[src/rtl/cacc_pkg.sv]
`default_nettype none
package cacc_pkg;
  localparam int          NMOD          = 5;
  localparam int          CNT_W         = 16;
  localparam int          WD_MOD        = 4;
  localparam int          CLK_HZ        = 10_000_000;
  // prescaler terminal counts
  localparam logic [3:0]  DIV12_LAST    = 4'hb;
  localparam logic [1:0]  DIV4_LAST     = 2'h3;
  localparam logic [2:0]  OSC_DIV_LAST  = 3'h7;
  // counter clock source codes
  localparam logic [2:0]  SRC_DIV12     = 3'h0;
  localparam logic [2:0]  SRC_DIV4      = 3'h1;
  localparam logic [2:0]  SRC_T0_OVF    = 3'h2;
  localparam logic [2:0]  SRC_EXT_CNT   = 3'h3;
  localparam logic [2:0]  SRC_SYSCLK    = 3'h4;
  localparam logic [2:0]  SRC_OSC_DIV8  = 3'h5;
  // reset values
  localparam logic [15:0] CNT_RST       = 16'h0000;
  localparam logic [15:0] WD_CMP_RST    = 16'hff00;
  localparam logic        WD_EN_RST     = 1'b1;

  typedef enum logic [2:0] {
    CACC_OFF,
    CACC_CAPTURE,
    CACC_SW_TIMER,
    CACC_HS_OUT,
    CACC_PWM8,
    CACC_PWM16,
    CACC_FREQ_OUT
  } cacc_mode_t;
endpackage : cacc_pkg
`default_nettype wire

[src/rtl/cacc_module.sv]
`default_nettype none
module cacc_module (
  input  wire logic               clk,
  input  wire logic               rst_b,
  input  wire logic [15:0]        count,
  input  wire logic               tick,
  input  wire cacc_pkg::cacc_mode_t mode,
  input  wire logic               cap_rise_en,
  input  wire logic               cap_fall_en,
  input  wire logic [15:0]        cmp_val,
  input  wire logic               cmp_wr,
  input  wire logic               pin_in,
  input  wire logic               flag_clr,
  output logic [15:0]             cap_val,
  output logic                    flag,
  output logic                    pin_out
);
  typedef struct packed {
    logic        in_s1;
    logic        in_s2;
    logic        in_s3;
    logic [15:0] cap;
    logic        flag;
    logic        out;
  } cacc_mod_st_t;

  cacc_mod_st_t st_q;
  cacc_mod_st_t st_d;
  logic         rise;
  logic         fall;
  logic         match16;
  logic         match8;
  logic         hit;

  ////////////////////////////////////////////////////////////////////
  always_comb begin
    st_d       = st_q;
    st_d.in_s1 = pin_in;
    st_d.in_s2 = st_q.in_s1;
    st_d.in_s3 = st_q.in_s2;
    rise       = st_q.in_s2 & ~st_q.in_s3;
    fall       = ~st_q.in_s2 & st_q.in_s3;
    match16    = tick & (count == st_q.cap);
    match8     = tick & (count[7:0] == st_q.cap[7:0]);
    hit        = 1'b0;
    if (cmp_wr && mode != cacc_pkg::CACC_CAPTURE) begin
      st_d.cap = cmp_val;
    end
    case (mode)
      cacc_pkg::CACC_CAPTURE: begin
        if ((rise && cap_rise_en) || (fall && cap_fall_en)) begin
          st_d.cap = count;
          hit      = 1'b1;
        end
      end
      cacc_pkg::CACC_SW_TIMER: begin
        hit = match16;
      end
      cacc_pkg::CACC_HS_OUT: begin
        hit = match16;
        if (match16) begin
          st_d.out = ~st_q.out;
        end
      end
      cacc_pkg::CACC_PWM8: begin
        hit      = match8;
        st_d.out = count[7:0] >= st_q.cap[15:8];
      end
      cacc_pkg::CACC_PWM16: begin
        hit      = match16;
        st_d.out = count >= st_q.cap;
      end
      cacc_pkg::CACC_FREQ_OUT: begin
        hit = match8;
        if (match8) begin
          st_d.out      = ~st_q.out;
          st_d.cap[7:0] = st_q.cap[7:0] + st_q.cap[15:8];
        end
      end
      default: begin
        hit = 1'b0;
      end
    endcase
    // set wins over clear
    if (hit) begin
      st_d.flag = 1'b1;
    end else if (flag_clr) begin
      st_d.flag = 1'b0;
    end
  end

  always_ff @(posedge clk) begin
    if (!rst_b) begin
      st_q <= '0;
    end else begin
      st_q <= st_d;
    end
  end

  assign cap_val = st_q.cap;
  assign flag    = st_q.flag;
  assign pin_out = st_q.out;
endmodule : cacc_module
`default_nettype wire

[src/rtl/cacc_top.sv]
`default_nettype none
// Functional notes
// one shared 16-bit counter is the time base of five modules
// counter clock from sysclk/12, /4, timer0 overflow, ext count, sysclk, osc/8
// each module runs capture, sw timer, hs out, pwm8, pwm16 or freq out
// module 4 can also act as the watchdog
// after any reset the watchdog is enabled with no software action
// module pins and the external count input go to port pins
// debug halt freezes counter and modules; capture mode still captures pin edges and sets its flag while halted
// counting from divided external oscillator works while sysclk runs
// watchdog lock keeps it enabled until the next reset
// watchdog timeout without service asserts reset and records the cause
// overflow and per-module match flags, each with optional interrupt
module cacc_top (
  input  wire logic        clk,
  input  wire logic        rst_b,
  input  wire logic        por_b,
  input  wire logic [2:0]  clk_sel,
  input  wire logic        cnt_run,
  input  wire logic        dbg_halt,
  input  wire logic        t0_ovf,
  input  wire logic        ext_count_input,
  input  wire logic        ext_osc,
  input  wire logic [14:0] mode_sel,
  input  wire logic [4:0]  cap_rise_en,
  input  wire logic [4:0]  cap_fall_en,
  input  wire logic [79:0] cmp_val,
  input  wire logic [4:0]  cmp_wr,
  input  wire logic [4:0]  mod_pin_in,
  input  wire logic [4:0]  mod_flag_clr,
  input  wire logic [4:0]  mod_irq_en,
  input  wire logic        ovf_flag_clr,
  input  wire logic        ovf_irq_en,
  input  wire logic        wd_disable,
  input  wire logic        wd_lock,
  input  wire logic        wd_kick,
  input  wire logic [7:0]  wd_offset,
  input  wire logic        wd_cause_clr,
  output logic [15:0]      count,
  output logic [79:0]      cap_val,
  output logic             ovf_flag,
  output logic [4:0]       mod_flag,
  output logic [4:0]       mod_pin_out,
  output logic             irq,
  output logic             watchdog_function_en,
  output logic             wd_reset,
  output logic             wd_cause
);
  typedef struct packed {
    logic [3:0]  div12;
    logic [1:0]  div4;
    logic        eci_s1;
    logic        eci_s2;
    logic        eci_s3;
    logic        osc_s1;
    logic        osc_s2;
    logic        osc_s3;
    logic [2:0]  osc_div;
    logic [15:0] cnt;
    logic        ovf;
    logic        wd_en;
    logic        wd_locked;
    logic [15:0] wd_cmp;
    logic        wd_rst;
    logic        wd_cause;
    logic        irq;
  } cacc_top_st_t;

  cacc_top_st_t st_q;
  cacc_top_st_t st_d;
  logic         tick;
  logic         src_pulse;
  logic         osc_rise;
  logic [4:0]   m_flag;
  logic [4:0]   m_out;
  logic [79:0]  m_cap;

  ////////////////////////////////////////////////////////////////////
  always_comb begin
    st_d        = st_q;
    // external pins pass two flops before use
    st_d.eci_s1 = ext_count_input;
    st_d.eci_s2 = st_q.eci_s1;
    st_d.eci_s3 = st_q.eci_s2;
    st_d.osc_s1 = ext_osc;
    st_d.osc_s2 = st_q.osc_s1;
    st_d.osc_s3 = st_q.osc_s2;
    osc_rise    = st_q.osc_s2 & ~st_q.osc_s3;
    // prescalers free-run on sysclk
    st_d.div12  = (st_q.div12 == cacc_pkg::DIV12_LAST) ? 4'h0 : st_q.div12 + 4'h1;
    st_d.div4   = st_q.div4 + 2'h1;
    if (osc_rise) begin
      st_d.osc_div = st_q.osc_div + 3'h1;
    end
    case (clk_sel)
      cacc_pkg::SRC_DIV12:    src_pulse = st_q.div12 == cacc_pkg::DIV12_LAST;
      cacc_pkg::SRC_DIV4:     src_pulse = st_q.div4 == cacc_pkg::DIV4_LAST;
      cacc_pkg::SRC_T0_OVF:   src_pulse = t0_ovf;
      cacc_pkg::SRC_EXT_CNT:  src_pulse = st_q.eci_s2 & ~st_q.eci_s3;
      cacc_pkg::SRC_SYSCLK:   src_pulse = 1'b1;
      cacc_pkg::SRC_OSC_DIV8: src_pulse = osc_rise && st_q.osc_div == cacc_pkg::OSC_DIV_LAST;
      default:                src_pulse = 1'b0;
    endcase
    // halt freezes everything that advances with the count
    tick = src_pulse & (cnt_run | st_q.wd_en) & ~dbg_halt;
    if (tick) begin
      st_d.cnt = st_q.cnt + 16'h0001;
    end
    // overflow flag, set wins over clear
    if (tick && st_q.cnt == 16'hffff) begin
      st_d.ovf = 1'b1;
    end else if (ovf_flag_clr) begin
      st_d.ovf = 1'b0;
    end
    // watchdog on module 4
    if (wd_lock) begin
      st_d.wd_locked = 1'b1;
    end
    if (wd_disable && !st_q.wd_locked && !wd_lock) begin
      st_d.wd_en = 1'b0;
    end
    if (wd_kick && st_q.wd_en) begin
      st_d.wd_cmp = st_q.cnt + {wd_offset, 8'h00};
    end
    st_d.wd_rst = st_q.wd_en & tick & (st_q.cnt == st_q.wd_cmp) & ~wd_kick;
    if (st_d.wd_rst) begin
      st_d.wd_cause = 1'b1;
    end else if (wd_cause_clr) begin
      st_d.wd_cause = 1'b0;
    end
    st_d.irq = (st_q.ovf & ovf_irq_en) | (|(m_flag & mod_irq_en));
  end

  always_ff @(posedge clk) begin
    if (!por_b) begin
      st_q        <= '0;
      st_q.wd_en  <= cacc_pkg::WD_EN_RST;
      st_q.wd_cmp <= cacc_pkg::WD_CMP_RST;
    end else if (!rst_b) begin
      st_q          <= '0;
      st_q.cnt      <= cacc_pkg::CNT_RST;
      st_q.wd_en    <= cacc_pkg::WD_EN_RST;
      st_q.wd_cmp   <= cacc_pkg::WD_CMP_RST;
      st_q.wd_cause <= st_q.wd_cause; // cause survives system reset
    end else begin
      st_q <= st_d;
    end
  end

  ////////////////////////////////////////////////////////////////////
  // capture/compare modules
  for (genvar i = 0; i < cacc_pkg::NMOD; i++) begin : g_mod
    cacc_pkg::cacc_mode_t m_mode;
    // module 4 is held off while it serves as watchdog
    assign m_mode = (i == cacc_pkg::WD_MOD && st_q.wd_en) ? cacc_pkg::CACC_OFF :
                    cacc_pkg::cacc_mode_t'(mode_sel[i*3 +: 3]);
    cacc_module u_mod (
      .clk         (clk),
      .rst_b       (rst_b),
      .count       (st_q.cnt),
      .tick        (tick),
      .mode        (m_mode),
      .cap_rise_en (cap_rise_en[i]),
      .cap_fall_en (cap_fall_en[i]),
      .cmp_val     (cmp_val[i*16 +: 16]),
      .cmp_wr      (cmp_wr[i]),
      .pin_in      (mod_pin_in[i]),
      .flag_clr    (mod_flag_clr[i]),
      .cap_val     (m_cap[i*16 +: 16]),
      .flag        (m_flag[i]),
      .pin_out     (m_out[i])
    );
  end

  assign count                = st_q.cnt;
  assign cap_val              = m_cap;
  assign ovf_flag             = st_q.ovf;
  assign mod_flag             = m_flag;
  assign mod_pin_out          = m_out;
  assign irq                  = st_q.irq;
  assign watchdog_function_en = st_q.wd_en;
  assign wd_reset             = st_q.wd_rst;
  assign wd_cause             = st_q.wd_cause;
endmodule : cacc_top
`default_nettype wire

[config.mk]
export PLATFORM = sky130hd
export DESIGN_NAME = cacc_top
export DESIGN_NICKNAME = d
export VERILOG_FILES = /design/src/rtl/cacc_pkg.sv /design/src/rtl/cacc_module.sv /design/src/rtl/cacc_top.sv
export SDC_FILE = /design/constraint.sdc
export NUM_CORES = 1
export LEC_CHECK = 0
export ABC_AREA = 0
export BUFFER_PORTS_ARGS = -buffer_cell sky130_fd_sc_hd__buf_2
export CORE_ASPECT_RATIO = 0.5
export CORE_UTILIZATION = 50
export DETAILED_ROUTE_END_ITERATION = 16
export PLACE_DENSITY_LB_ADDON = 0.1
export SLEW_MARGIN = 30
export SYNTH_ARGS = -nofsm -noshare
export SYNTH_HDL_FRONTEND = slang
export SYNTH_SLANG_ARGS = --single-unit
[constraint.sdc]
create_clock -name clk -period 6.2 [get_ports clk]
set_input_delay 1.24 -clock clk [delete_from_list [all_inputs] [get_ports clk]]
set_output_delay 1.24 -clock clk [all_outputs]
set_load 0.005 [all_outputs]
After elaboration in Yosys (flattened, before gate mapping)
Cells that the tools add are included.
{ "word_totals": {"mem_count": 0, "romBits": 0, "in_bits": 150, "mem_bits_rw": 0, "word_cells": 309, "latchBits": 0, "reg_bits": 158, "out_inout_bits": 111} }
{ "op_classes": {"n_mux": 66, "eq_ne": 65, "shifts": 0, "n_lt_le_gt_ge": 10, "add_sub_neg": 10, "reduce_logical": 59, "multipliers": 0, "bitwise_logic": 52, "div": 0} }
{ "ops": {"columns": ["op", "count"], "rows": [
  ["$mux W16", 10],
  ["$eq A16 B16 Y1", 6],
  ["$ge A16 B16 Y1", 5],
  ["$mux W8", 10],
  ["$pmux W8 S2", 5],
  ["$eq A3 B3 Y1 const B", 18],
  ["$add A8 B8 Y8", 5],
  ["$eq A8 B8 Y1", 5],
  ["$ge A8 B8 Y1", 5],
  ["$eq A3 B2 Y1 const B", 12],
  ["$mux W1", 29],
  ["$and A1 B1 Y1", 28],
  ["$not A1 Y1", 21],
  ["$logic_and A1 B1 Y1", 20],
  ["$ne A2 B1 Y1 const B", 10],
  ["$pmux W1 S4", 5],
  ["$reduce_bool A4 Y1", 5],
  ["$eq A3 B1 Y1 const B", 6],
  ["$reduce_or A3 Y1", 6],
  ["$add A16 B1 Y16 const B", 1],
  ["$add A16 B16 Y16", 1],
  ["$eq A16 B16 Y1 const B", 1],
  ["$ne A3 B1 Y1 const B", 5],
  ["$pmux W1 S3", 5],
  ["17 further kinds", 38]
]} }

Logic depth before layout (Yosys ltp)
{ "depth": {"ltp_word": 11, "ltp_mapped": 11, "ltp_nobuf": 10} }

Modules after synthesis
A second synthesis with hierarchy kept.
{ "hier_totals": {"cells_unflattened": 1515, "area_unflattened_um2": 13112.6} }
{ "modules_own_cells": {"columns": ["mod", "instances", "cells_each", "seq_area_each_um2", "area_per_inst_um2"], "rows": [
  ["cacc_module at g_mod[3].u_mod ...", 2, 246, 420.4, 2085.8],
  ["cacc_top", 1, 302, 1061.0, 2747.6],
  ["cacc_module at g_mod[2].u_mod", 1, 240, 420.4, 2102.0],
  ["cacc_module at g_mod[1].u_mod", 1, 240, 420.4, 2068.2],
  ["cacc_module at g_mod[0].u_mod", 1, 241, 420.4, 2023.2]
]} }

Least setup slack after synthesis
No wires, ideal clock.
{ "synth_path": {"path_type": "input port to flip-flop", "from": "input port clk_sel[0]", "to": "register g_mod[2].u_mod.st_q (netlist bit g_mod[2].u_mod.cap_val[6])", "setup_time_ps": 120, "setup_slack_ps": 3379, "arrival_ps": 2701, "path_buffers": 0, "stages": 7, "path_cell_list": "nand2b_1 a311o_1 a2111oi_4 nand2_4 nand2_4 nor2_1 o31a_1"} }
{ "synth_via": {"elab_chain_cells": 7, "word_cells_on_any_way": 12, "cone_classes": "eq/ne (5); mux (3); bitwise (3); reduce/logical (1)"} }
{ "synth_rtl": {"columns": ["element", "line_no", "text"], "rows": [
  ["start: declaration", "cacc_top.sv:18", "input wire logic [2:0] clk_sel,"],
  ["$eq A3 B3 Y1 (tied with other cells)", "cacc_top.sv:95", "case (clk_sel)"],
  ["$pmux W1 S6 (*)", "cacc_top.sv:95", null],
  ["$and A1 B1 Y1 (*) (2 in series)", "cacc_top.sv:105", "tick = src_pulse & (cnt_run | st_q.wd_en) & ~dbg_halt;"],
  ["$and A1 B1 Y1 (*)", "cacc_module.sv:44", "match8 = tick & (count[7:0] == st_q.cap[7:0]);"],
  ["$mux W8 (*)", "cacc_module.sv:75", "if (match8) begin"],
  ["$pmux W8 S2 (*)", "cacc_module.sv:49", "case (mode)"],
  ["end signal: assignment", "cacc_module.sv:96", "st_q <= st_d;"],
  ["end: declaration", "cacc_module.sv:27", "cacc_mod_st_t st_q;"]
]} }
Mark *: on every way between the ends. The rest lies on a longest branch, timed or not.
A chain may end at the register's enable or synchronous reset.

Final worst setup path
{ "layout_path": {"from": "input port clk_sel[0]", "to": "register g_mod[1].u_mod.st_q (netlist bit g_mod[1].u_mod.cap_val[3])"} }
{ "layout_via": {"elab_chain_cells": 7, "word_cells_on_any_way": 12, "cone_classes": "eq/ne (5); mux (3); bitwise (3); reduce/logical (1)"} }
{ "layout_rtl": {"columns": ["element", "line_no"], "rows": [
  ["$eq A3 B3 Y1 (tied with other cells)", "cacc_top.sv:95"],
  ["$pmux W1 S6 (*)", "cacc_top.sv:95"],
  ["$and A1 B1 Y1 (*) (2 in series)", "cacc_top.sv:105"],
  ["$and A1 B1 Y1 (*)", "cacc_module.sv:44"],
  ["$mux W8 (*)", "cacc_module.sv:75"],
  ["$pmux W8 S2 (*)", "cacc_module.sv:49"],
  ["end signal: assignment", "cacc_module.sv:96"],
  ["end: declaration", "cacc_module.sv:27"]
]} }
Marked as above.

==> results.md <==
- Post-CTS Resized: 0
- Multi-input gate area: 0.00829 mm^2
- Worst Tran Pin Value: 1000 ps
- Hold path depth: 1
- Power density over cell area: 194 mW/mm^2
- GRT overflow: 0
- Area leader, netlist: dfxtp_1
- DR iter-0 viols: 1054
- Top FF cell, synth: dfxtp_1
- Vias per cell: 5.84
- Post-CTS setup buffer count: 0
- Max-cap violations: 0
- Final core utilization: a little under three fifths
- WL/cell: between 15 and 20 um
- Hold endpoint: st_q[47]
- Post-DP HPWL: 30.7 mm
- # clock sinks: 158
- Clk network pwr share: 40.5%
- Yosys warns: 0
- Total power: around 2.8 mW
- DIE AREA: 0.0265 mm^2
- Final Slew Violations: 0
- Initial antenna violation count: 1
- Port buffer count: 260
- Non-Filler Instances: around 2.1k
- Multiplexer area fraction after synthesis: 5.63%
- Internal reg-to-reg setup slack: 3110 ps
- Placer Congestion: 0.906
- Core Area: 0.0252 mm^2
- Vias in the first global route: 11.3k
- Hold buffers post-CTS: 0
- Share of the synthesized area in the top cell type: 24.6%
- First-pass GRT wire length: approximately 63 mm
- Worst Skew: 6.36 ps
- CP max FO: 10
- Fillers: 2356
- Final Cycle Share: 52.2%
- Largest net degree at the start of global routing: 51
- Initial Util: about half
- Synth cell types: 73
- Min cycle time layout: 3230 ps
- Xor/xnor share of the synthesized area: 4.83%
- Placed Instances: 2028
- Switching part of the total: ~30%
- Top layer in use: met4
- Number of synthesized register bits: around 160
- Synth top area cells: dfxtp_1, ha_1, buf_4
- Layout cells sized above 1: 19.2%
- Die height: 116 um
- Critical hold path startpoint: st_q[47]
- Peak supply drop: 159 uV
- Post-Syn Area: 0.0129 mm^2
- Max Clock Freq: roughly 0.31 GHz
- Syn Inst Count: ~1.6k
- Post-route DRC violation count: 0
- Reg2Reg Capture Point: g_mod[4].u_mod.cap_val[5]
- CP startpoint kind: input pin
- ANT nets after route: 0
- Final Net Count: 2026
- Seq pwr share: 40.2%
- Ys async rst share: 0%
- Synth cell count leaders: ha_1, dfxtp_1, nor2_1
- Clock Pin Slew Worst Setup and Hold Paths: 60 ps
- Routed wire length: 41.0 mm
- Number of synthesized flops with an enable pin: 0
- Most common cell in the synthesized netlist: ha_1
- WL met2: between 15 and 20 mm
- Crit Path Category: input pin to flip-flop
- Slew margin rel.: 33.1%
- Clock root buffer: clkbuf_16
- NetSw: 0.831 mW
- Arrival time at the worst endpoint: 3550 ps
- Longest Clk Path Bufs: 2
- Final Hold Fails: 0
- Number of H-tree levels: 4
- Critical Path RT: 6510 ps
- Io pins: 261
- Ant. Diodes: 0
- Int Power: 1.95 mW
- Die X: 229 um
- Worst hold slack: 428 ps
- Synthesized Nets: 1898
- RSZ-0062 raised after global routing: no
- CTS buffer count: 17
- Final setup violation count: 0
- Met3 WL: between 3 and 4 mm
- Adder-cell share of the synthesized area: around 17%
- Reg area: around 0.0032 mm^2
- Static Leakage: 6.92 nW
- All-Layer GR Usage: 30.7%
- Clk_lat worst skew: 450 ps
- Row count: 41
- FF-to-FF Start: count[1]
- Wl on met1: 18.8 mm
- Hold Path Class: flip-flop to flip-flop
- CTS tree: done
- Setup TNS: 0 ps
- Depth of the worst register-to-register path: 9
- Largest family of logic cells by synthesized area: compound AO/OA/AOI/OAI gates
- Via Count: 12.0k
- Area Growth Syn to Fin: 11.2%
- Simple logic cell fraction of the synthesized area: 18.1%
- Comb pwr share: 19.4%
- Syn_area_per_cell: 8.18 um^2
- Compound-Gate Fraction of Synth Area: 18.5%
- DR pass1 iterations: 5
- Sequential share of the synthesized area: 24.6%
- Outcome: finished, final reports clean
- Worst setup EP type: flip-flop
-- per-stage QoR --
step           setup slack, ps  cell area [um^2]
2_1_floorplan             3380             12900
5_1_grt                   2870             14300
4_1_cts                   3090             14300
3_3_place_gp              2720             13700
6_report                  2970             14300
3_5_place_dp              2640             13700
-- flip-flops by register name, indices dropped and copies added, names as in the netlist, 4 cells and up --
name                 cells
g_mod.u_mod.cap_val     80
st_q                    28
count                   16
g_mod.u_mod.st_d        10
g_mod.u_mod.flag         5
g_mod.u_mod.pin_out      5
g_mod.u_mod.st_q         5
st_d                     4
-- worst max-delay path by stage --
stage | from | to | slack, ps | cells after the start
CTS | clk_sel[0] | g_mod[1].u_mod.cap_val[3] | 3090 | 8
finish | clk_sel[0] | g_mod[1].u_mod.cap_val[3] | 2970 | 8
global placement | mode_sel[6] | g_mod[2].u_mod.cap_val[7] | 2720 | 7
floorplan | clk_sel[0] | g_mod[2].u_mod.cap_val[6] | 3380 | 7
global route | clk_sel[2] | g_mod[1].u_mod.cap_val[3] | 2870 | 8
detailed placement | clk_sel[0] | g_mod[1].u_mod.cap_val[3] | 2640 | 8
-- worst max-delay path: stages --
cell and delay [ps]:
buf_2 130, nand2b_1 180, a311oi_2 520, o2111ai_1 390, nor2b_1 640, nor3_1 120, a221oi_1 250, nor2_1 70
-- power groups by stage --
stage	registers [mW]	logic, mW	clock network (mW)
3_5_place_dp	1.14	0.531	0
6_report	1.12	0.539	1.12
2_1_floorplan	1.12	0.399	0
5_1_grt	1.12	0.598	1.19
3_3_place_gp	1.14	0.513	0
4_1_cts	1.12	0.535	1.13
-- cell usage in the layout, fill, tap and decap left out, types with 38 or more instances in the layout --
| cell type | n |
|---|---|
| a211oi_1 | 44 |
| a21oi_1 | 91 |
| buf_2 | 260 |
| dfxtp_1 | 158 |
| ha_1 | 167 |
| inv_1 | 101 |
| mux2i_1 | 68 |
| nand2_1 | 114 |
| nand3_1 | 38 |
| nor2_1 | 150 |
| o21ai_0 | 46 |
| xnor2_1 | 42 |
-- cell type report --
cell class / instances / area share [%]
clock buffers: 19 / 3.09
multi-input cells: 1144 / 57.8
clock inverters: 13 / 1.14
repair buffers: 280 / 10.2
inverters: 102 / 2.67
flip-flops and latches: 158 / 22.1
well taps: 344 / 3.00
-- cell families after synthesis --
family,after synthesis
buffers and inverters,273
AND/OR/NAND/NOR,482
multiplexers,72
XOR/XNOR,71
flip-flops,158
AO/OA/AOI/OAI,346
adder cells (fa/ha/maj),173
-- metal layers --
| layer | vias to the layer above | GRT usage (%) |
|---|---|---|
| met5 | - | 0 |
| met4 | 0 | 7.60 |
| met3 | 55 | 6.13 |
| met2 | 460 | 50.0 |
| met1 | 5743 | 41.8 |
| li1 | 5768 | - |
(Power assumes the default switching activity.)
